$ cat config.mk
export PLATFORM = sky130hd
export DESIGN_NAME = usb_device_command_decoder
export DESIGN_NICKNAME = d
export VERILOG_FILES = /design/src/usb_cmd_pkg.sv /design/src/usb_device_command_decoder.sv
export VERILOG_INCLUDE_DIRS = /design/src
export SDC_FILE = /design/constraint.sdc
export NUM_CORES = 1
export LEC_CHECK = 0
export BUFFER_PORTS_ARGS = -buffer_cell sky130_fd_sc_hd__buf_2
export CAP_MARGIN = 20
export CORE_UTILIZATION = 53
export DETAILED_ROUTE_END_ITERATION = 7
export PLACE_DENSITY_LB_ADDON = 0.3
export SYNTH_ARGS = -nofsm -noshare
export SYNTH_HDL_FRONTEND = slang
export SYNTH_SLANG_ARGS = --single-unit
$ cat constraint.sdc
create_clock -name i_clk -period 9.9 [get_ports i_clk]
set_input_delay 0.99 -clock i_clk [delete_from_list [all_inputs] [get_ports i_clk]]
set_output_delay 0.99 -clock i_clk [all_outputs]
set_load 0.02 [all_outputs]
$ cat src/usb_cmd_regs.svh
`ifndef USB_CMD_REGS_SVH
`define USB_CMD_REGS_SVH

// Command groups, upper nibble of the command code
`define GRP_WR_BUF    4'h0
`define GRP_RD_BUF    4'h1
`define GRP_STALL     4'h4
`define GRP_STATUS    4'h5
`define GRP_VALIDATE  4'h6
`define GRP_CLEAR     4'h7
`define GRP_UNSTALL   4'h8
`define GRP_ERR_CODE  4'ha
`define GRP_COPY      4'hd

// Endpoint index, lower nibble of the command code
`define EP_CTL_OUT    4'h0
`define EP_CTL_IN     4'h1

// Single codes
`define CMD_ACK_SETUP 8'hf4
`define CMD_UNLOCK    8'hb0

// Transfer limits in bytes
`define MAX_BULK_BYTES 11'h040
`define MAX_ISO_BYTES  11'h3ff

// Bus timing
`define CLK_PERIOD_NS 100
`define T_STROBE_NS   300
`define T_RECOV_NS    200

`endif

$ cat src/usb_cmd_pkg.sv
package usb_cmd_pkg;

  typedef enum logic [2:0] {
    K_BAD     = 3'b000,
    K_EXEC    = 3'b001,
    K_WR_BUF  = 3'b010,
    K_RD_BUF  = 3'b011,
    K_RD_WORD = 3'b100,
    K_WR_WORD = 3'b101
  } kind_t;

  typedef enum logic [2:0] {
    S_IDLE   = 3'b000,
    S_CMD    = 3'b001,
    S_GAP    = 3'b010,
    S_WR_STB = 3'b011,
    S_RD_STB = 3'b100
  } state_t;

endpackage

$ cat src/usb_device_command_decoder.sv
`timescale 1ns/1ps
`include "usb_cmd_regs.svh"

module cmd_fifo #(
  parameter int WIDTH = 16,
  parameter int DEPTH = 8
) (
  input  wire logic             i_clk,
  input  wire logic             i_rst_n,
  input  wire logic             i_in_valid,
  output logic                  o_in_ready,
  input  wire logic [WIDTH-1:0] i_in_data,
  output logic                  o_out_valid,
  input  wire logic             i_out_ready,
  output logic [WIDTH-1:0]      o_out_data
);
  localparam int AW = $clog2(DEPTH);

  logic [WIDTH-1:0] mem [DEPTH];
  logic [AW-1:0]    wr_ptr_reg;
  logic [AW-1:0]    rd_ptr_reg;
  logic [AW:0]      count_reg;
  logic             push;
  logic             pop;
  logic [AW:0]      count_next;

  assign o_out_valid = (count_reg != '0);
  assign o_out_data  = mem[rd_ptr_reg];
  assign push        = i_in_valid && o_in_ready;
  assign pop         = o_out_valid && i_out_ready;
  assign count_next  = count_reg + (AW+1)'(push) - (AW+1)'(pop);

  always_ff @(posedge i_clk)
  begin
    if (push)
      mem[wr_ptr_reg] <= i_in_data;
  end

  always_ff @(posedge i_clk or negedge i_rst_n)
  begin
    if (!i_rst_n)
    begin
      wr_ptr_reg <= '0;
      rd_ptr_reg <= '0;
      count_reg  <= '0;
      o_in_ready <= 1'b1;
    end
    else
    begin
      if (push)
        wr_ptr_reg <= (wr_ptr_reg == AW'(DEPTH-1)) ? '0 : wr_ptr_reg + 1'b1;
      if (pop)
        rd_ptr_reg <= (rd_ptr_reg == AW'(DEPTH-1)) ? '0 : rd_ptr_reg + 1'b1;
      count_reg  <= count_next;
      // Registered from the next count, so ready still tracks fill level exactly
      o_in_ready <= (count_next != (AW+1)'(DEPTH));
    end
  end
endmodule

module usb_device_command_decoder
  import usb_cmd_pkg::*;
#(
  parameter logic [15:0] EP_IN_MASK  = 16'h0002,
  parameter logic [15:0] EP_ISO_MASK = 16'h0000,
  parameter int          FIFO_DEPTH  = 8
) (
  input  wire logic        i_clk,
  input  wire logic        i_rst_n,
  input  wire logic        i_cmd_valid,
  input  wire logic [7:0]  i_cmd_code,
  input  wire logic [10:0] i_cmd_bytes,
  output logic             o_cmd_ready,
  output logic             o_cmd_done,
  output logic             o_cmd_refused,
  input  wire logic        i_wr_valid,
  output logic             o_wr_ready,
  input  wire logic [15:0] i_wr_data,
  output logic             o_rd_valid,
  output logic [15:0]      o_rd_data,
  output logic             o_rd_last,
  output logic             o_cs_n,
  output logic             o_command_select_address_bit,
  output logic             o_wr_n,
  output logic             o_rd_n,
  output logic [15:0]      o_data_out,
  output logic             o_data_oe,
  input  wire logic [15:0] i_data_in
);
  localparam int STB_CYC = (`T_STROBE_NS + `CLK_PERIOD_NS - 1) / `CLK_PERIOD_NS;
  localparam int REC_CYC = (`T_RECOV_NS + `CLK_PERIOD_NS - 1) / `CLK_PERIOD_NS;
  localparam logic [3:0] STB_LAST = 4'(STB_CYC - 1);
  localparam logic [3:0] REC_LAST = 4'(REC_CYC - 1);

  state_t      state_reg;
  kind_t       kind_reg;
  logic [3:0]  tmr_reg;
  logic [9:0]  left_reg;
  logic        odd_reg;
  logic [15:0] din_meta_reg;
  logic [15:0] din_sync_reg;
  logic        f_valid;
  logic [15:0] f_data;
  logic        f_pop;
  logic        is_write;
  logic        gap_end;
  kind_t       kind_next;

  function automatic kind_t classify(input logic [7:0] c, input logic [10:0] n);
    logic [3:0]  e;
    logic        in_ep;
    logic [10:0] lim;
    e     = c[3:0];
    in_ep = EP_IN_MASK[e];
    lim   = (EP_ISO_MASK[e] && e > `EP_CTL_IN) ? `MAX_ISO_BYTES : `MAX_BULK_BYTES;
    classify = K_BAD;
    case (c[7:4])
      `GRP_WR_BUF: if (e != `EP_CTL_OUT && in_ep && n <= lim) classify = K_WR_BUF;
      `GRP_RD_BUF: if (e != `EP_CTL_IN && !in_ep && n <= lim) classify = K_RD_BUF;
      `GRP_STALL, `GRP_UNSTALL: classify = K_EXEC;
      `GRP_STATUS, `GRP_COPY, `GRP_ERR_CODE: classify = K_RD_WORD;
      `GRP_VALIDATE: if (e != `EP_CTL_OUT && in_ep) classify = K_EXEC;
      `GRP_CLEAR: if (e != `EP_CTL_IN && !in_ep) classify = K_EXEC;
      default:
      begin
        if (c == `CMD_ACK_SETUP) classify = K_EXEC;
        else if (c == `CMD_UNLOCK) classify = K_WR_WORD;
      end
    endcase
  endfunction

  assign kind_next = classify(i_cmd_code, i_cmd_bytes);
  assign is_write  = (kind_reg == K_WR_BUF) || (kind_reg == K_WR_WORD);
  assign gap_end   = (state_reg == S_GAP) && (tmr_reg == '0);
  // Writer stalls here until the source supplies a word
  assign f_pop     = gap_end && (left_reg != '0) && is_write && f_valid;

  cmd_fifo #(
    .WIDTH (16),
    .DEPTH (FIFO_DEPTH)
  ) u_wr_fifo (
    .i_clk       (i_clk),
    .i_rst_n     (i_rst_n),
    .i_in_valid  (i_wr_valid),
    .o_in_ready  (o_wr_ready),
    .i_in_data   (i_wr_data),
    .o_out_valid (f_valid),
    .i_out_ready (f_pop),
    .o_out_data  (f_data)
  );

  // Data pins come from another device; synchronise before use
  always_ff @(posedge i_clk or negedge i_rst_n)
  begin
    if (!i_rst_n)
    begin
      din_meta_reg <= 16'h0000;
      din_sync_reg <= 16'h0000;
    end
    else
    begin
      din_meta_reg <= i_data_in;
      din_sync_reg <= din_meta_reg;
    end
  end

  // Sequencer and bus pins
  always_ff @(posedge i_clk or negedge i_rst_n)
  begin
    if (!i_rst_n)
    begin
      state_reg                    <= S_IDLE;
      kind_reg                     <= K_BAD;
      tmr_reg                      <= 4'h0;
      left_reg                     <= 10'h000;
      odd_reg                      <= 1'b0;
      o_cmd_ready                  <= 1'b0;
      o_cmd_done                   <= 1'b0;
      o_cmd_refused                <= 1'b0;
      o_cs_n                       <= 1'b1;
      o_command_select_address_bit <= 1'b0;
      o_wr_n                       <= 1'b1;
      o_rd_n                       <= 1'b1;
      o_data_out                   <= 16'h0000;
      o_data_oe                    <= 1'b0;
    end
    else
    begin
      o_cmd_done    <= 1'b0;
      o_cmd_refused <= 1'b0;
      unique case (state_reg)
        S_IDLE:
        begin
          o_cmd_ready <= 1'b1;
          if (i_cmd_valid && o_cmd_ready)
          begin
            o_cmd_ready <= 1'b0;
            // Illegal or unknown codes never reach the device
            if (kind_next == K_BAD)
              o_cmd_refused <= 1'b1;
            else
            begin
              kind_reg <= kind_next;
              odd_reg  <= i_cmd_bytes[0];
              if (kind_next == K_WR_BUF || kind_next == K_RD_BUF)
                left_reg <= 10'((i_cmd_bytes + 11'h001) >> 1);
              else if (kind_next == K_EXEC)
                left_reg <= 10'h000;
              else
                left_reg <= 10'h001;
              o_cs_n                       <= 1'b0;
              o_command_select_address_bit <= 1'b1;
              o_data_out                   <= {8'h00, i_cmd_code};
              o_data_oe                    <= 1'b1;
              o_wr_n                       <= 1'b0;
              tmr_reg                      <= STB_LAST;
              state_reg                    <= S_CMD;
            end
          end
        end
        S_CMD, S_WR_STB:
        begin
          if (tmr_reg == '0)
          begin
            o_wr_n    <= 1'b1;
            o_cs_n    <= 1'b1;
            o_data_oe <= 1'b0;
            if (state_reg == S_WR_STB)
              left_reg <= left_reg - 10'h001;
            tmr_reg   <= REC_LAST;
            state_reg <= S_GAP;
          end
          else
            tmr_reg <= tmr_reg - 4'h1;
        end
        S_GAP:
        begin
          if (tmr_reg != '0)
            tmr_reg <= tmr_reg - 4'h1;
          else if (left_reg == '0)
          begin
            o_cmd_done  <= 1'b1;
            o_cmd_ready <= 1'b1;
            state_reg   <= S_IDLE;
          end
          else if (is_write)
          begin
            if (f_valid)
            begin
              o_cs_n                       <= 1'b0;
              o_command_select_address_bit <= 1'b0;
              o_data_out                   <= f_data;
              o_data_oe                    <= 1'b1;
              o_wr_n                       <= 1'b0;
              tmr_reg                      <= STB_LAST;
              state_reg                    <= S_WR_STB;
            end
          end
          else
          begin
            o_cs_n                       <= 1'b0;
            o_command_select_address_bit <= 1'b0;
            o_rd_n                       <= 1'b0;
            tmr_reg                      <= STB_LAST;
            state_reg                    <= S_RD_STB;
          end
        end
        S_RD_STB:
        begin
          if (tmr_reg == '0)
          begin
            o_rd_n    <= 1'b1;
            o_cs_n    <= 1'b1;
            left_reg  <= left_reg - 10'h001;
            tmr_reg   <= REC_LAST;
            state_reg <= S_GAP;
          end
          else
            tmr_reg <= tmr_reg - 4'h1;
        end
        default:
          state_reg <= S_IDLE;
      endcase
    end
  end

  // Read data toward the user; the strobe is long enough for the synchroniser
  always_ff @(posedge i_clk or negedge i_rst_n)
  begin
    if (!i_rst_n)
    begin
      o_rd_valid <= 1'b0;
      o_rd_data  <= 16'h0000;
      o_rd_last  <= 1'b0;
    end
    else
    begin
      o_rd_valid <= 1'b0;
      o_rd_last  <= 1'b0;
      if (state_reg == S_RD_STB && tmr_reg == '0)
      begin
        o_rd_valid <= 1'b1;
        o_rd_last  <= (left_reg == 10'h001);
        o_rd_data  <= din_sync_reg;
        // Byte registers and an odd final byte leave the upper half undefined
        if (kind_reg == K_RD_WORD || (left_reg == 10'h001 && odd_reg))
          o_rd_data <= {8'h00, din_sync_reg[7:0]};
      end
    end
  end
endmodule
==> impl_metrics.json <==
{
  "largest_register": "u_wr_fifo.mem",
  "num_io_pins": 98,
  "maxCapViolations": 0,
  "antenna_found_initial": 1,
  "vias_per_cell": 5.908,
  "rsz0062_at_grt": "false",
  "synthDistinctLibCells": 63,
  "p_int_mw": 1.623,
  "r2r_start": "left_reg[5]",
  "p_leak_nw": 4.292,
  "largest_register_ff_count": 128,
  "die_h_um": 136.8,
  "worstSetupStartpoint": "left_reg[5]",
  "place_area_um2": 10410,
  "cts_buffer_depth": 3,
  "finalHoldViolations": 0,
  "initial_core_util_pct": 54.93,
  "combPwrFrac_pct": 3.1,
  "powerDensity_nw_per_um2": 180.8,
  "cts_max_level": 1,
  "cts_setup_buffers": 0,
  "totalWireLength_um": 19630,
  "slew_violations": 0,
  "irDropWorstVdd_mv": 0.1534,
  "grt_pass1_vias": 5862,
  "clock_latency_ns": 0.52,
  "crit_required_ns": 10.34,
  "min_period_ns": 3.820,
  "ys_seq_area_share_pct": 67.49,
  "max_freq_mhz": 261.8,
  "grt_usage_pct": 21.76,
  "clk_pin_slew_worst_paths_ns": 0.06,
  "end_kind": "register",
  "netlist_instances": 628,
  "avgSynthCellArea_um2": 15.34,
  "grt_pass1_wl_um": 30730,
  "ctsRootBufferMaster": "clkbuf_16",
  "io_buffers": 97,
  "synth_nets": 698,
  "grt.overflow.total": 0,
  "drt_iter0_drc": 330,
  "max_slew.worst_pin.slew_ns": 1.080,
  "slew_headroom_pct": 27.90,
  "swShare_pct": 20.15,
  "ys.flop_type": "edfxtp_1",
  "p_switching_mw": 0.4098,
  "cts_resized": 0,
  "grt_max_degree": 57,
  "first_pass_iters": 5,
  "status": "finished clean",
  "drc": 0,
  "async_flop_share_pct": 45.30,
  "area_delta_synth_final_pct": 16.77,
  "seqPwrFrac_pct": 51.4,
  "finalSetupViolCount": 0,
  "synth_edf_count": 128,
  "syn_area_um2": 9633,
  "endpoint": "u_wr_fifo.o_in_ready",
  "fp.dieW_um": 136.8,
  "std_cell_rows": 48,
  "die-area_um2": 18720,
  "ctsHoldBuffers": 0,
  "min_path_type": "register to register",
  "place_congestion": 0.9248,
  "clkPwrFrac_pct": 45.5,
  "worstRegToRegCells": 12,
  "worst-r2r-setup-slack_ns": 6.08,
  "antenna_left": 0,
  "cts_buffers": 25,
  "r2r_end": "u_wr_fifo.o_in_ready",
  "ys_seq_elements": 234,
  "fin_nets": 803,
  "clock_sinks": 234,
  "tns_ns": 0,
  "antenna_cells": 0,
  "fin_worst_skew_ns": 0.01264,
  "crit_arrival_ns": 4.26,
  "detail_route.wl_per_cell_um": 20.11,
  "core_um2": 17540,
  "crit_fanout": 23,
  "crit_type": "register to register",
  "fin_crit_sh_pct": 38.58,
  "cp-start-kind": "register",
  "ys_warn_count": 0,
  "fin_area_um2": 11250,
  "worst_hold_path.num_cells": 0,
  "vias": 5766,
  "dp.final_hpwl_um": 12970,
  "cts_tree": "done",
  "drive_gt1_share_pct": 29.16
}
## cell type report
type	count	area [um^2]
fillers	1295	6289
clock inverters	11	146.4
well taps	225	281.5
multi-input cells	346	2994
inverters	20	75.07
repair buffers	106	569.3
flip-flops and latches	234	6502
clock buffers	34	679.4
## cells by family after synthesis
logic type                 synth area share [%]
adders and majority gates                 2.026
DFF                                       67.49
xor gates and xnor gates                 0.7274
and+or+nand+nor                           6.884
muxes                                     12.24
AOI/OAI and AO/OA                         8.547
buffers and inverters                     2.091
## Yosys cell counts, types with 3 or more instances
cell / number / area share (%)
mux2_2: 21 / 2.5
nor3_1: 13 / 0.68
mux2i_1: 21 / 2.2
or4_1: 3 / 0.23
o22ai_1: 15 / 0.97
nand3_1: 10 / 0.52
or3_1: 5 / 0.32
dfrtp_1: 102 / 26
nand2b_1: 8 / 0.52
a21o_1: 4 / 0.31
o21a_1: 3 / 0.23
nand2_1: 32 / 1.2
nor4_1: 4 / 0.26
nor2_1: 26 / 1.0
a22o_1: 9 / 0.82
inv_1: 20 / 0.78
clkbuf_1: 18 / 0.70
xor2_1: 3 / 0.27
and3_1: 4 / 0.26
buf_1: 5 / 0.19
o211ai_1: 4 / 0.31
a31oi_1: 13 / 0.84
nor3b_1: 6 / 0.47
o21ai_0: 23 / 1.2
a21oi_1: 28 / 1.5
nand3b_1: 3 / 0.23
ha_1: 14 / 1.8
dfstp_2: 4 / 1.1
mux4_2: 32 / 7.5
xnor2_1: 5 / 0.45
edfxtp_1: 128 / 40
## critical path: stages, from the launching register on
cell and delay [ns]:
dfrtp_1 0.43, nor4_1 0.60, nand4b_1 0.38, nand3_1 0.26, nand3b_1 0.65, inv_1 0.10
ha_1 0.31, inv_1 0.04, ha_1 0.20, fa_1 0.38, xor2_1 0.18, nor3_1 0.14
nand2_1 0.07
## worst min-delay path by stage
stage	from	endpoint	slack, ns
after global routing	din_meta_reg[1]	din_sync_reg[1]	0.35
after floorplan	din_meta_reg[0]	din_sync_reg[0]	0.33
final	din_meta_reg[12]	din_sync_reg[12]	0.35
after global placement	din_meta_reg[2]	din_sync_reg[2]	0.33
after detailed placement	din_meta_reg[1]	din_sync_reg[1]	0.33
after CTS	din_meta_reg[8]	din_sync_reg[8]	0.35
## layer usage
layer / routed length (um) / GRT usage (%) / vias to the layer above
met5: 0 / 0 / -
met4: 445 / 5.739 / 0
met3: 1102 / 4.148 / 39
met2: 10010 / 37.96 / 176
met1: 8069 / 27.98 / 2920
li1: - / - / 2631
## cells in the final DEF, fill, tap and decap left out, types with 15 or more instances in the layout
master / synthesis / routed
edfxtp_1: 128 / 128
dfrtp_1: 102 / 101
buf_2: 2 / 97
nand2_1: 32 / 32
mux4_2: 32 / 32
a21oi_1: 28 / 28
clkbuf_16: 0 / 25
nor2_1: 26 / 23
o21ai_0: 23 / 23
mux2_2: 21 / 21
mux2i_1: 21 / 21
inv_1: 20 / 20
o22ai_1: 15 / 15
## power groups by stage
stage	clock [mW]	sequential, mW	combinational, mW
after CTS	0.941	1.05	0.0628
after global placement	0	1.06	0.0596
after global routing	0.977	1.05	0.0681
after floorplan	0	1.07	0.0195
after detailed placement	0	1.06	0.0624
final	0.926	1.05	0.0621
## through the flow
step	worst slack (ns)	hold WS, ns	std cells	util, %	power, mW
after floorplan	6.704	0.3312	628	-	1.090
after global placement	5.820	0.3317	928	59.23	1.123
after detailed placement	5.724	0.3347	929	59.34	1.127
after CTS	5.775	0.3483	974	64.05	2.049
after global routing	5.774	0.3523	976	64.14	2.091
final	6.080	0.3464	976	64.14	2.033
Power figures use the tool's default switching activity.
